==> config.mk <==
export PLATFORM = sky130hd
export DESIGN_NAME = cond_err_status
export DESIGN_NICKNAME = d
export VERILOG_FILES = /design/src/rtl/cond_err_pkg.sv /design/src/rtl/loop_timeout.sv /design/src/rtl/cond_err_status.sv
export VERILOG_INCLUDE_DIRS = /design/src /design/src/rtl
export SDC_FILE = /design/constraint.sdc
export NUM_CORES = 1
export LEC_CHECK = 0
export BUFFER_PORTS_ARGS = -buffer_cell sky130_fd_sc_hd__buf_2
export CAP_MARGIN = 20
export CORE_MARGIN = 3
export CORE_UTILIZATION = 55
export CTS_BUF_LIST = sky130_fd_sc_hd__clkbuf_2 sky130_fd_sc_hd__clkbuf_4 sky130_fd_sc_hd__clkbuf_8
export DETAILED_ROUTE_END_ITERATION = 16
export GPL_TIMING_DRIVEN = 0
export PLACE_DENSITY_LB_ADDON = 0.2
export SYNTH_ARGS = -nofsm -noshare
export SYNTH_HDL_FRONTEND = slang
export SYNTH_HIERARCHICAL = 1
export SYNTH_SLANG_ARGS = --single-unit
==> constraint.sdc <==
create_clock -name hclk -period 4.9 [get_ports hclk]
set_input_delay 0.98 -clock hclk [delete_from_list [all_inputs] [get_ports hclk]]
set_output_delay 0.98 -clock hclk [all_outputs]
set_load 0.01 [all_outputs]
==> src/rtl/cond_err_regs.svh <==
// Register offsets, field positions and timing constants for the condition and error status block
`ifndef COND_ERR_REGS_SVH
`define COND_ERR_REGS_SVH
`define OFS_COND 12'h000
`define OFS_LEVEL 12'h004
`define OFS_ERR 12'h008
`define OFS_ERR_CLR 12'h00C
`define OFS_CHAN 12'h010
`define CF_FLAG 0
`define CF_POS 1
`define CF_NEG 2
`define CF_ZERO 3
`define CF_CARRY 4
`define CF_HIGH 5
`define CF_LOW 6
`define CF_EQUAL 7
`define EB_STORAGE 0
`define EB_BUSPAR 1
`define EB_TMO4 2
`define EB_DFPAR 3
`define EB_PCHK 4
`define EB_TMO 5
`define EB_CHAN 6
`define EB_MAIN 7
`define CHAN_CS_BIT 6
`define RESET_BYTE 8'h00
`define MAIN_LEVEL 3'h0
`define TMO3_S 3
`define TMO_EXTRA_S 1
`define HW_TMO_MS 8
`define CLK_MHZ 100
`endif

==> src/rtl/cond_err_pkg.sv <==
// Types shared by the condition and error status block
package cond_err_pkg;
    typedef enum logic [1:0] {
        op_none,
        op_logic,
        op_add,
        op_sub
    } alu_op_e;
    typedef enum logic [1:0] {
        cyc_fetch,
        cyc_exec,
        cyc_steal
    } cycle_kind_e;
endpackage

==> src/rtl/loop_timeout.sv <==
// Looping-program watchdog: three-second stage then one further second
`timescale 1ns/100ps
`include "cond_err_regs.svh"
module loop_timeout #(
    parameter int unsigned STAGE1_CYCLES = `TMO3_S * `CLK_MHZ * 1000000,
    parameter int unsigned STAGE2_CYCLES = `TMO_EXTRA_S * `CLK_MHZ * 1000000
) (
    input wire logic hclk,
    input wire logic hresetn,
    input wire logic enable,
    input wire logic kick,
    output logic tmo3_pulse,
    output logic tmo4_pulse
);
    logic [31:0] cnt_ff;
    logic stage2_ff;
    always_ff @(posedge hclk or negedge hresetn) begin
        if (!hresetn) begin
            cnt_ff <= 32'h0000_0000;
            stage2_ff <= 1'b0;
            tmo3_pulse <= 1'b0;
            tmo4_pulse <= 1'b0;
        end else begin
            tmo3_pulse <= 1'b0;
            tmo4_pulse <= 1'b0;
            if (!enable || kick) begin
                cnt_ff <= 32'h0000_0000;
                stage2_ff <= 1'b0;
            end else if (!stage2_ff && cnt_ff == STAGE1_CYCLES - 1) begin
                cnt_ff <= 32'h0000_0000;
                stage2_ff <= 1'b1;
                tmo3_pulse <= 1'b1;
            end else if (stage2_ff && cnt_ff == STAGE2_CYCLES - 1) begin
                cnt_ff <= 32'h0000_0000;
                stage2_ff <= 1'b0;
                tmo4_pulse <= 1'b1;
            end else begin
                cnt_ff <= cnt_ff + 32'h0000_0001;
            end
        end
    end
endmodule // loop_timeout

==> src/rtl/cond_err_status.sv <==
// Condition flags, interrupt level backup and processor error capture with AHB-Lite access
//
// Our own choices: the AHB-Lite interface to the registers and the placing of the registers.
`timescale 1ns/100ps
`include "cond_err_regs.svh"
//
// Contract
// - Flags change only on flag-affecting operations, showing the latest one.
// - Bit 0 is a microcode flag; hardware never changes it.
// - Bit 1 set on positive ALU result, else cleared.
// - Bit 2 set on negative ALU result, else cleared.
// - Bit 3 set on all-zero ALU result.
// - Bit 4 is carry on add, no-borrow on subtract.
// - Bit 5 set when add/subtract result positive (first higher).
// - Bit 6 set when add/subtract result negative (first lower).
// - Bit 7 set on zero result, meaning equality.
// - Level backup captures interrupt level 1-5, or empty for main level, on error.
// - Error byte captures errors in fetch, execute or cycle steal.
// - Any error set during cycle steal also sets channel error bit 6.
// - Error bit 0 on uncorrectable ECC or control storage parity.
// - Error bit 1 on bad system bus parity read.
// - Error bit 2 when loop persists one second past three-second time-out.
// - Error bit 3 on internal data flow parity error.
// - Error bit 4 on any error, four-second time-out or check halt.
// - Error bit 5 is microcode time-out, or hardware time-out with bit 6/7.
// - Error bit 6 channel check; bit 7 main processor access error.
module cond_err_status #(
    parameter int unsigned WIDTH = 8,
    parameter int unsigned STAGE1_CYCLES = `TMO3_S * `CLK_MHZ * 1000000,
    parameter int unsigned STAGE2_CYCLES = `TMO_EXTRA_S * `CLK_MHZ * 1000000
) (
    input wire logic hclk,
    input wire logic hresetn,
    input wire logic hsel,
    input wire logic [11:0] haddr,
    input wire logic [1:0] htrans,
    input wire logic hwrite,
    input wire logic [2:0] hsize,
    input wire logic [31:0] hwdata,
    input wire logic hready,
    output logic [31:0] hrdata,
    output logic hreadyout,
    output logic hresp,
    input wire logic op_valid,
    input wire cond_err_pkg::alu_op_e op_kind,
    input wire logic [WIDTH-1:0] op_a,
    input wire logic [WIDTH-1:0] op_b,
    input wire logic [WIDTH-1:0] op_result,
    input wire logic flag_set,
    input wire logic flag_clr,
    input wire cond_err_pkg::cycle_kind_e cycle_kind,
    input wire logic [2:0] level_field,
    input wire logic err_storage,
    input wire logic err_bus_parity,
    input wire logic err_data_flow,
    input wire logic err_channel,
    input wire logic err_main_access,
    input wire logic hw_tmo_channel,
    input wire logic hw_tmo_main,
    input wire logic check_halt,
    input wire logic loop_kick,
    input wire logic loop_enable,
    input wire logic err_clear,
    input wire logic [7:0] err_clear_mask,
    output logic [7:0] condition_flags_reg,
    output logic [7:0] interrupt_level_backup,
    output logic [7:0] processor_error_reg,
    output logic channel_steal_err
);
    logic tmo3;
    logic tmo4;
    logic wr_pend_ff;
    logic [11:0] wr_addr_ff;
    logic [7:0] nxt_err;
    logic [7:0] new_err;
    logic [7:0] clr_mask;
    logic [7:0] nxt_cond;
    logic sw_clr;
    logic acc;
    logic flag_op;
    logic [WIDTH:0] sum_ext;

    loop_timeout #(
        .STAGE1_CYCLES(STAGE1_CYCLES),
        .STAGE2_CYCLES(STAGE2_CYCLES)
    ) u_loop (
        .hclk(hclk),
        .hresetn(hresetn),
        .enable(loop_enable),
        .kick(loop_kick),
        .tmo3_pulse(tmo3),
        .tmo4_pulse(tmo4)
    );

    function automatic logic is_zero(input logic [WIDTH-1:0] v);
        return v == '0;
    endfunction

    // Bus access
    assign acc = hsel && hready && htrans[1];
    assign hreadyout = 1'b1;
    assign hresp = 1'b0;
    always_ff @(posedge hclk or negedge hresetn) begin
        if (!hresetn) begin
            wr_pend_ff <= 1'b0;
            wr_addr_ff <= 12'h000;
        end else begin
            wr_pend_ff <= acc && hwrite;
            if (acc) begin
                wr_addr_ff <= haddr;
            end
        end
    end
    always_ff @(posedge hclk or negedge hresetn) begin
        if (!hresetn) begin
            hrdata <= 32'h0000_0000;
        end else if (acc && !hwrite) begin
            if (haddr == `OFS_COND) begin
                hrdata <= {24'h00_0000, nxt_cond};
            end else if (haddr == `OFS_LEVEL) begin
                hrdata <= {24'h00_0000, interrupt_level_backup};
            end else if (haddr == `OFS_ERR) begin
                hrdata <= {24'h00_0000, nxt_err};
            end else if (haddr == `OFS_CHAN) begin
                hrdata <= {31'h0000_0000, channel_steal_err} << `CHAN_CS_BIT;
            end else begin
                hrdata <= 32'h0000_0000;
            end
        end
    end

    // Condition flags
    assign flag_op = op_valid && op_kind != cond_err_pkg::op_none;
    assign sum_ext = {1'b0, op_a} + {1'b0, op_b};
    always_comb begin
        nxt_cond = condition_flags_reg;
        if (wr_pend_ff && wr_addr_ff == `OFS_COND) begin
            nxt_cond[`CF_FLAG] = hwdata[`CF_FLAG];
        end
        if (flag_set) begin
            nxt_cond[`CF_FLAG] = 1'b1;
        end else if (flag_clr) begin
            nxt_cond[`CF_FLAG] = 1'b0;
        end
        if (op_valid && op_kind != cond_err_pkg::op_none) begin
            nxt_cond[`CF_POS] = !op_result[WIDTH-1] && !is_zero(op_result);
            nxt_cond[`CF_NEG] = op_result[WIDTH-1];
            nxt_cond[`CF_ZERO] = is_zero(op_result);
            nxt_cond[`CF_EQUAL] = is_zero(op_result);
            nxt_cond[`CF_CARRY] = 1'b0;
            nxt_cond[`CF_HIGH] = 1'b0;
            nxt_cond[`CF_LOW] = 1'b0;
            if (op_kind == cond_err_pkg::op_add) begin
                nxt_cond[`CF_CARRY] = sum_ext[WIDTH];
            end else if (op_kind == cond_err_pkg::op_sub) begin
                nxt_cond[`CF_CARRY] = op_a >= op_b;
            end
            if (op_kind == cond_err_pkg::op_add || op_kind == cond_err_pkg::op_sub) begin
                nxt_cond[`CF_HIGH] = !op_result[WIDTH-1] && !is_zero(op_result);
                nxt_cond[`CF_LOW] = op_result[WIDTH-1];
            end
        end
    end
    always_ff @(posedge hclk or negedge hresetn) begin
        if (!hresetn) begin
            condition_flags_reg <= `RESET_BYTE;
        end else begin
            condition_flags_reg <= nxt_cond;
        end
    end

    // Error capture
    always_comb begin
        new_err = `RESET_BYTE;
        new_err[`EB_STORAGE] = err_storage;
        new_err[`EB_BUSPAR] = err_bus_parity;
        new_err[`EB_TMO4] = tmo4;
        new_err[`EB_DFPAR] = err_data_flow;
        new_err[`EB_TMO] = tmo3 || hw_tmo_channel || hw_tmo_main;
        new_err[`EB_CHAN] = err_channel || hw_tmo_channel;
        new_err[`EB_MAIN] = err_main_access || hw_tmo_main;
        new_err[`EB_PCHK] = |new_err || check_halt;
        sw_clr = wr_pend_ff && wr_addr_ff == `OFS_ERR_CLR;
        clr_mask = (sw_clr ? hwdata[7:0] : `RESET_BYTE) | (err_clear ? err_clear_mask : `RESET_BYTE);
        nxt_err = (processor_error_reg & ~clr_mask) | new_err;
    end
    always_ff @(posedge hclk or negedge hresetn) begin
        if (!hresetn) begin
            processor_error_reg <= `RESET_BYTE;
        end else begin
            processor_error_reg <= nxt_err;
        end
    end
    always_ff @(posedge hclk or negedge hresetn) begin
        if (!hresetn) begin
            interrupt_level_backup <= `RESET_BYTE;
        end else if (|new_err) begin
            interrupt_level_backup <= {5'h00, level_field};
        end
    end
    always_ff @(posedge hclk or negedge hresetn) begin
        if (!hresetn) begin
            channel_steal_err <= 1'b0;
        end else if (|new_err && cycle_kind == cond_err_pkg::cyc_steal) begin
            channel_steal_err <= 1'b1;
        end else if (sw_clr && hwdata[`CHAN_CS_BIT + 8]) begin
            channel_steal_err <= 1'b0;
        end
    end

    AST_ZERO_EQ: assert property (@(posedge hclk) disable iff (!hresetn)
        flag_op |=> condition_flags_reg[`CF_EQUAL] == ($past(op_result) == 0))
        else $error("equal flag wrong");
    AST_HOLD: assert property (@(posedge hclk) disable iff (!hresetn)
        !op_valid && !flag_set && !flag_clr && !wr_pend_ff |=> $stable(condition_flags_reg))
        else $error("flags changed without operation");
    AST_FLAG: assert property (@(posedge hclk) disable iff (!hresetn)
        flag_set |=> condition_flags_reg[`CF_FLAG]) else $error("flag not set");
    AST_STORAGE: assert property (@(posedge hclk) disable iff (!hresetn)
        err_storage |=> processor_error_reg[`EB_STORAGE] && processor_error_reg[`EB_PCHK])
        else $error("storage check lost");
    AST_STICKY: assert property (@(posedge hclk) disable iff (!hresetn)
        processor_error_reg[`EB_BUSPAR] && !sw_clr && !err_clear |=> processor_error_reg[`EB_BUSPAR])
        else $error("error bit dropped");
    AST_STEAL: assert property (@(posedge hclk) disable iff (!hresetn)
        err_data_flow && cycle_kind == cond_err_pkg::cyc_steal |=> channel_steal_err)
        else $error("steal error not flagged");
    AST_LEVEL: assert property (@(posedge hclk) disable iff (!hresetn)
        err_bus_parity |=> interrupt_level_backup[2:0] == $past(level_field)) else $error("level not captured");
    AST_HWTMO: assert property (@(posedge hclk) disable iff (!hresetn)
        hw_tmo_main |=> processor_error_reg[`EB_TMO] && processor_error_reg[`EB_MAIN])
        else $error("hardware time-out not logged");
    AST_NEG: assert property (@(posedge hclk) disable iff (!hresetn)
        op_valid && op_kind != cond_err_pkg::op_none && !flag_set |=>
        condition_flags_reg[`CF_NEG] == $past(op_result[WIDTH-1])) else $error("negative flag wrong");

    // Condition flag checks
    AST_POS: assert property (@(posedge hclk) disable iff (!hresetn)
        flag_op |=> condition_flags_reg[`CF_POS] == ($past(op_result) != 0 && !$past(op_result[WIDTH-1])))
        else $error("positive flag wrong");

    AST_POS_NEG: assert property (@(posedge hclk) disable iff (!hresetn)
        !(condition_flags_reg[`CF_POS] && condition_flags_reg[`CF_NEG]))
        else $error("positive and negative both set");

    AST_ZERO: assert property (@(posedge hclk) disable iff (!hresetn)
        flag_op |=> condition_flags_reg[`CF_ZERO] == ($past(op_result) == 0))
        else $error("zero flag wrong");

    AST_CARRY_ADD: assert property (@(posedge hclk) disable iff (!hresetn)
        op_valid && op_kind == cond_err_pkg::op_add |=> condition_flags_reg[`CF_CARRY] == ($past(op_b) > ~$past(op_a)))
        else $error("add carry wrong");

    AST_CARRY_SUB: assert property (@(posedge hclk) disable iff (!hresetn)
        op_valid && op_kind == cond_err_pkg::op_sub |=> condition_flags_reg[`CF_CARRY] == ($past(op_a) >= $past(op_b)))
        else $error("subtract carry wrong");

    AST_HIGH: assert property (@(posedge hclk) disable iff (!hresetn)
        op_valid && (op_kind == cond_err_pkg::op_add || op_kind == cond_err_pkg::op_sub) |=>
        condition_flags_reg[`CF_HIGH] == ($past(op_result) != 0 && !$past(op_result[WIDTH-1]))) else $error("high flag wrong");

    AST_LOW: assert property (@(posedge hclk) disable iff (!hresetn)
        op_valid && (op_kind == cond_err_pkg::op_add || op_kind == cond_err_pkg::op_sub) |=>
        condition_flags_reg[`CF_LOW] == $past(op_result[WIDTH-1])) else $error("low flag wrong");

    AST_LOGIC_CLR: assert property (@(posedge hclk) disable iff (!hresetn)
        op_valid && op_kind == cond_err_pkg::op_logic |=> !condition_flags_reg[`CF_CARRY] &&
        !condition_flags_reg[`CF_HIGH] && !condition_flags_reg[`CF_LOW]) else $error("logic op left arithmetic flags");

    AST_NONE_HOLD: assert property (@(posedge hclk) disable iff (!hresetn)
        op_valid && op_kind == cond_err_pkg::op_none && !flag_set && !flag_clr && !wr_pend_ff |=>
        $stable(condition_flags_reg)) else $error("flags changed on non-flag operation");

    AST_FLAG_CLR: assert property (@(posedge hclk) disable iff (!hresetn)
        flag_clr && !flag_set |=> !condition_flags_reg[`CF_FLAG])
        else $error("flag not cleared");

    AST_FLAG_KEEP: assert property (@(posedge hclk) disable iff (!hresetn)
        !flag_set && !flag_clr && !(wr_pend_ff && wr_addr_ff == `OFS_COND) |=>
        condition_flags_reg[`CF_FLAG] == $past(condition_flags_reg[`CF_FLAG])) else $error("flag changed by hardware");

    // Error capture checks
    AST_BUSPAR: assert property (@(posedge hclk) disable iff (!hresetn)
        err_bus_parity |=> processor_error_reg[`EB_BUSPAR] && processor_error_reg[`EB_PCHK])
        else $error("bus parity check lost");

    AST_DFPAR: assert property (@(posedge hclk) disable iff (!hresetn)
        err_data_flow |=> processor_error_reg[`EB_DFPAR] && processor_error_reg[`EB_PCHK])
        else $error("data flow parity check lost");

    AST_TMO4: assert property (@(posedge hclk) disable iff (!hresetn)
        tmo4 |=> processor_error_reg[`EB_TMO4] && processor_error_reg[`EB_PCHK])
        else $error("four-second time-out not logged");

    AST_TMO3: assert property (@(posedge hclk) disable iff (!hresetn)
        tmo3 |=> processor_error_reg[`EB_TMO])
        else $error("microcode time-out not logged");

    AST_HALT: assert property (@(posedge hclk) disable iff (!hresetn)
        check_halt |=> processor_error_reg[`EB_PCHK])
        else $error("check halt not logged");

    AST_HW_PCHK: assert property (@(posedge hclk) disable iff (!hresetn)
        hw_tmo_channel || hw_tmo_main |=> processor_error_reg[`EB_PCHK])
        else $error("hardware time-out missed processor check");

    AST_CHAN: assert property (@(posedge hclk) disable iff (!hresetn)
        err_channel |=> processor_error_reg[`EB_CHAN] && processor_error_reg[`EB_PCHK])
        else $error("channel check lost");

    AST_MAIN: assert property (@(posedge hclk) disable iff (!hresetn)
        err_main_access |=> processor_error_reg[`EB_MAIN] && processor_error_reg[`EB_PCHK])
        else $error("main processor check lost");

    AST_HWCHAN: assert property (@(posedge hclk) disable iff (!hresetn)
        hw_tmo_channel |=> processor_error_reg[`EB_TMO] && processor_error_reg[`EB_CHAN])
        else $error("channel time-out not logged");

    AST_FETCH: assert property (@(posedge hclk) disable iff (!hresetn)
        err_main_access && cycle_kind != cond_err_pkg::cyc_steal |=> processor_error_reg[`EB_MAIN])
        else $error("error outside cycle steal lost");

    AST_CLEAR: assert property (@(posedge hclk) disable iff (!hresetn)
        err_clear && err_clear_mask[`EB_STORAGE] && !err_storage |=> !processor_error_reg[`EB_STORAGE])
        else $error("error bit not cleared");

    AST_NO_NEW: assert property (@(posedge hclk) disable iff (!hresetn)
        !(|new_err) && !sw_clr && !err_clear |=> $stable(processor_error_reg))
        else $error("error byte changed without cause");

    AST_LEVEL_HOLD: assert property (@(posedge hclk) disable iff (!hresetn)
        !(|new_err) |=> $stable(interrupt_level_backup))
        else $error("level backup changed without error");

    AST_STEAL_CHAN: assert property (@(posedge hclk) disable iff (!hresetn)
        err_channel && cycle_kind == cond_err_pkg::cyc_steal |=> channel_steal_err)
        else $error("steal channel error not flagged");

    AST_STEAL_QUIET: assert property (@(posedge hclk) disable iff (!hresetn)
        $rose(channel_steal_err) |-> $past(cycle_kind) == cond_err_pkg::cyc_steal)
        else $error("steal flag set outside cycle steal");

    CVR_ADD: cover property (@(posedge hclk) op_valid && op_kind == cond_err_pkg::op_add);
    CVR_SUB: cover property (@(posedge hclk) op_valid && op_kind == cond_err_pkg::op_sub);
    CVR_TMO4: cover property (@(posedge hclk) tmo4);
    CVR_STEAL: cover property (@(posedge hclk) err_channel && cycle_kind == cond_err_pkg::cyc_steal);
    CVR_CLR: cover property (@(posedge hclk) sw_clr && |processor_error_reg);
endmodule // cond_err_status

Word level (Yosys, flattened, before mapping)

Cells that the tools add are included.

Register bits: 100
Bits of input ports: 107
Output and inout port bits: 59
Logic and storage cells: 85

Add/sub/neg operators: 2
Magnitude comparators: 1
Eq/ne operators: 9
Muxes and demuxes: 26
Bitwise gates (word level): 4
Reductions and logical operators: 32

Operators by type and width:

| cell                                                                    | number |
|---|---|
| 32-bit two-way mux                                                      | 5 |
| 32-bit by 1-bit adder with 32-bit output, second input constant         | 1 |
| 32-bit by 27-bit equality test with 1-bit output, second input constant | 1 |
| 32-bit by 29-bit equality test with 1-bit output, second input constant | 1 |
| 12-bit by 4-bit equality test with 1-bit output, second input constant  | 2 |
| 12-bit logical NOT                                                      | 2 |
| 8-bit two-way mux                                                       | 3 |
| 8-bit OR                                                                | 2 |
| 1-bit two-way mux                                                       | 15 |
| 7-bit two-way mux                                                       | 2 |
| 12-bit by 3-bit equality test with 1-bit output, second input constant  | 1 |
| 12-bit by 5-bit equality test with 1-bit output, second input constant  | 1 |
| 1-bit logical AND                                                       | 12 |
| 8-bit by 8-bit adder with 9-bit output                                  | 1 |
| 8-bit bitwise AND                                                       | 1 |
| 8-bit >= comparator                                                     | 1 |
| 8-bit logical NOT                                                       | 1 |
| 8-bit inverter                                                          | 1 |
| 8-bit OR reduction                                                      | 1 |
| 1-bit logical OR                                                        | 7 |
| 7-bit OR reduction                                                      | 1 |
| 2-bit equality test, second input constant                              | 3 |
| 1-bit logical NOT                                                       | 5 |
| 2-bit nonzero test                                                      | 2 |
| other kinds (2)                                                         | 2 |

Longest topological paths before layout

Depth after elaboration: 10
Mapped depth: 8
Mapped depth without buffers: 7

Hierarchy

The synthesis kept the hierarchy.

Modules (own cells, without submodules):

| module          | instances | cells each | area each (µm²) | sequential area each (µm²) |
|---|---|---|---|---|
| cond_err_status | 1         | 252        | 2,511.2         | 1,026.0 |
| loop_timeout    | 1         | 214        | 1,986.9         | 875.8 |

Worst setup path after synthesis

Ideal clock, no wire load.

Path type: input-to-reg
Start point: input haddr[0]
End point: register hrdata[0]
Setup time: 0.082 ns
Arrival time: 2.229 ns
Data required time: 4.818 ns
Path slack: 2.589 ns
Stages on the path: 5
Path buffers: 0
Path through: nor4_1 -> nand3_1 -> nor3_1 -> a221oi_1 -> a31oi_1

Longest elaborated chain between the ends: 4
Elaborated cells on any way between the ends: 6
Classes of those cells: eq/ne: 2; mux: 3; reduce/logical: 1

Ends and longest elaborated chain:

| element                                                   | RTL line               | text |
|---|---|---|
| from (decl)                                               | cond_err_status.sv:35  | `input wire logic [11:0] haddr,` |
| 12-bit by 4-bit equality test with 1-bit output (no line) | n/a                    |  |
| 8-bit two-way mux                                         | cond_err_status.sv:122 | `` end else if (haddr == `OFS_ERR) begin `` |
| 32-bit two-way mux                                        | cond_err_status.sv:120 | `` end else if (haddr == `OFS_LEVEL) begin `` |
| 32-bit two-way mux (*)                                    | cond_err_status.sv:118 | `` if (haddr == `OFS_COND) begin `` |
| to (signal assigned)                                      | cond_err_status.sv:119 | `hrdata <= {24'h00_0000, nxt_cond};` |
| to (signal assigned)                                      | cond_err_status.sv:121 | `hrdata <= {24'h00_0000, interrupt_level_backup};` |
| to (signal assigned)                                      | cond_err_status.sv:123 | `hrdata <= {24'h00_0000, nxt_err};` |
| to (decl)                                                 | cond_err_status.sv:41  | `output logic [31:0] hrdata,` |

Every way passes the cells marked *; elsewhere a longest branch is shown, timed or not.
A chain may end at the register's enable or synchronous reset.

Final worst setup path

Start point: register u_loop.cnt_ff[0]
End point: register u_loop.cnt_ff[12]

Longest elaborated chain between the ends: 5
Elaborated cells on any way between the ends: 8
Classes of those cells: add/sub: 1; eq/ne: 2; mux: 3; reduce/logical: 2

Ends and longest elaborated chain:

| element                                                                                          | RTL line           | text |
|---|---|---|
| from (decl)                                                                                      | loop_timeout.sv:15 | `logic [31:0] cnt_ff;` |
| from (signal assigned)                                                                           | loop_timeout.sv:38 | `cnt_ff <= cnt_ff + 32'h0000_0001;` |
| parallel branches: the longest is 3 deep, another holds 32-bit by 1-bit adder with 32-bit output | n/a                |  |
| 32-bit two-way mux (*)                                                                           | loop_timeout.sv:29 | `end else if (!stage2_ff && cnt_ff == STAGE1_CYCLES - 1) begin` |
| 32-bit two-way mux (*)                                                                           | loop_timeout.sv:26 | `if (!enable \|\| kick) begin` |

Every way passes the cells marked *.

==> impl_metrics.py <==
metrics = {
    "run_status": {
        "status": "completed",
    },
    "cells_and_area": {
        "fin_util_pct": 69.98,
        "synthToLayoutAreaGrowth_pct": 22.09,
        "largest_reg_flops": 32,
        "fin_area_mm2": 0.005492,
        "layout.nets": 736,
        "top_regs": "u_loop/cnt_ff: 32 flops, wr_addr_ff: 12 flops",
        "final_common_cell": "buf_2",
        "mostFrequentLayoutCells": "buf_2 (107), dfrtp_1 (76), nand2_1 (37)",
        "n_antenna_cell": 0,
        "regMostFlops": "u_loop/cnt_ff",
        "drive_gt1_share_pct": 29.66,
    },
    "clocking": {
        "cts_tree": "done",
        "clk_path_buf_depth": 2,
        "clockRootBuffer": "clkbuf_8",
        "cts_resized": 0,
        "cts_max_level": 3,
        "ctsHoldBuffers": 0,
        "cts_setup_buffers": 0,
        "clk_pin_slew_ns": 0.08,
        "clkLatencyLatePin_ns": 0.35,
        "cts_sinks": 76,
        "numCtsBuffers": 9,
    },
    "detailed_routing": {
        "wl_met3_um": 847,
        "top_signal_layer_used": "met4",
        "viasPerCell": 5.814,
        "drcViolationCount": 0,
        "initialDrtViolationCount": 214,
        "ant_nets": 0,
        "wl_um": 11680,
        "drtPass1Iterations": 5,
        "dr_wl_met2_um": 5900,
        "route.layer.met1.wl_um": 4724,
        "routed-via-count": 4180,
        "avgRoutedWirePerCell_um": 16.25,
    },
    "critical_path": {
        "critPathArrivalTime_ns": 2.81,
        "start_kind": "register",
        "r2r_setup_slack_ns": 2.31,
        "max_stage_delay_ns": 0.42,
        "crit_family": "buffers and inverters",
        "critPathMaxFanout": 10,
        "critical_path_depth": 8,
        "crit_type": "register to register",
        "r2r-end": "u_loop/cnt_ff[12]$_DFF_PN0_",
        "endpoint_kind": "register",
        "reg2reg_from": "u_loop/cnt_ff[0]$_DFF_PN0_",
        "worstPathRequired_ns": 5.11,
        "ff2ff_path_depth": 8,
        "crit_chain": "ha_1 -> and3_1 -> clkbuf_1 -> nand3_1 -> a211oi_1 -> buf_2 -> buf_1 -> nor3_1",
        "cp_num_buf_inv": 3,
        "crit_path_top_delay_cell": "dfrtp_1",
    },
    "floorplan": {
        "dieHeight_um": 96.44,
        "die_area_mm2": 0.009300,
        "initial_core_util_pct": 57.32,
        "coreArea_mm2": 0.007848,
        "die_x_um": 96.44,
        "io_pins": 166,
        "rows": 32,
    },
    "timing": {
        "max_slew_margin_pct": 43.75,
        "worst_pin_slew_ns": 0.8360,
        "setup_viol": 0,
        "clock.fmax_mhz": 385.4,
        "rsz0062_at_grt": "false",
        "setup_tns_ns": 0,
        "finalHoldViolations": 0,
        "drv_slew": 0,
        "period_share_pct": 52.95,
        "min_period_ns": 2.594,
        "clock_skew_ns": 0.007212,
    },
    "logic_synthesis": {
        "syn_avg_cell_area_um2": 9.652,
        "ys_seq_area_share_pct": 42.28,
        "yosys.area.top_type": "dfrtp_1",
        "synth_area_leaders": "dfrtp_1 (42%), buf_4 (5.3%), ha_1 (4.7%)",
        "synth_edf_count": 0,
        "async_flop_share_pct": 100.0,
        "syn-cell-area_mm2": 0.004498,
        "synthFlopType": "dfrtp_1",
        "synth.distinct_cells": 58,
        "synth-seq-cells": 76,
        "netlist.area_leader.share_pct": 42.28,
        "synth_cells": 466,
        "yosys_warnings": 6,
    },
    "worst_hold_path": {
        "min_path_type": "register to register",
        "min_from": "wr_addr_ff[9]$_DFFE_PN0P_",
        "min_to": "wr_addr_ff[9]$_DFFE_PN0P_",
        "hold_path_depth": 1,
    },
    "grt": {
        "antenna_found_initial": 0,
        "grt_pass1_vias": 3853,
        "grt_max_degree": 40,
        "grt_overflow_total": 0,
        "grt_pass1_wl_um": 17970,
        "grt.total_usage_pct": 25.05,
    },
    "placement": {
        "place.gp.congestion": 0.8834,
        "place_area_mm2": 0.005283,
        "hpwl_um": 9143,
        "io_buffers": 105,
    },
    "pwr": {
        "power_density_mw_per_mm2": 249.8,
        "peakVddDrop_uv": 167.2,
        "p_leak_uw": 0.002506,
    },
    "flow_run": {
        "cap_violations": 0,
    },
}
[logic make-up (layout without fill, tap and decap cells)]
family,count (synthesis),in the layout,share of synthesized area [%]
adders and majority gates,17,17,4.729
other,2,31,0.1670
and+or+nand+nor,184,184,23.59
buffers and inverters,73,195,8.846
AOI/OAI and AO/OA,84,84,13.63
xor gates and xnor gates,13,13,2.531
DFF,76,76,42.28
muxes,17,17,4.228
[cell type report]
cell class | count | area, um2
Buffer | 52 | 319.1
Clock buffer | 10 | 137.6
Clock inverter | 6 | 71.32
Fill cell | 625 | 2356
Inverter | 21 | 78.83
Multi-Input combinational cell | 346 | 2307
Sequential cell | 76 | 1902
Tap cell | 102 | 127.6
Timing Repair Buffer | 106 | 548.0
[worst max-delay path by stage]
stage	startpoint	end	slack, ns
6_report	u_loop/cnt_ff[0]$_DFF_PN0_	u_loop/cnt_ff[12]$_DFF_PN0_	2.31
5_1_grt	u_loop/cnt_ff[0]$_DFF_PN0_	u_loop/cnt_ff[11]$_DFF_PN0_	2.09
4_1_cts	u_loop/cnt_ff[0]$_DFF_PN0_	u_loop/cnt_ff[12]$_DFF_PN0_	2.35
3_5_place_dp	haddr[0]	hrdata[4]$_DFFE_PN0P_	2.15
3_3_place_gp	haddr[0]	hrdata[0]$_DFFE_PN0P_	2.14
2_1_floorplan	haddr[0]	hrdata[0]$_DFFE_PN0P_	2.59
[routing by layer]
layer  global-route usage, %  up-vias
met1                   30.25     1995
met3                   5.500       27
li1                        -     1975
met5                       0        -
met2                   44.16      183
met4                   8.528        0
[cells in the mapped netlist (all sizes together), types with 5 or more instances]
master,count
dfrtp,76
buf,38
nand2,37
nor3,26
inv,21
nand3,19
ha,17
nor4,17
a211oi,16
mux2,16
clkbuf,14
nor2,14
or4,14
a21oi,13
o31ai,12
nand4,10
o21ai,8
xor2,7
a31oi,6
and3,6
and4,6
nand2b,6
or3,6
xnor2,6
nor2b,5
[stage by stage]
step	std cells	total power, uW	setup WS, ns	hold WS (ns)
floorplan	495	799.5	2.589	0.4579
global placement	702	879.1	2.143	0.4803
detailed placement	703	889.7	2.148	0.4875
CTS	719	1381	2.353	0.5064
global route	719	1439	2.092	0.5451
finish	719	1372	2.306	0.5044
[power breakdown]
group	switching, uW	internal [uW]
combinational	103	94.0
clock	240	252
sequential	22.8	659
No activity file was read; power rests on OpenSTA's default activity.
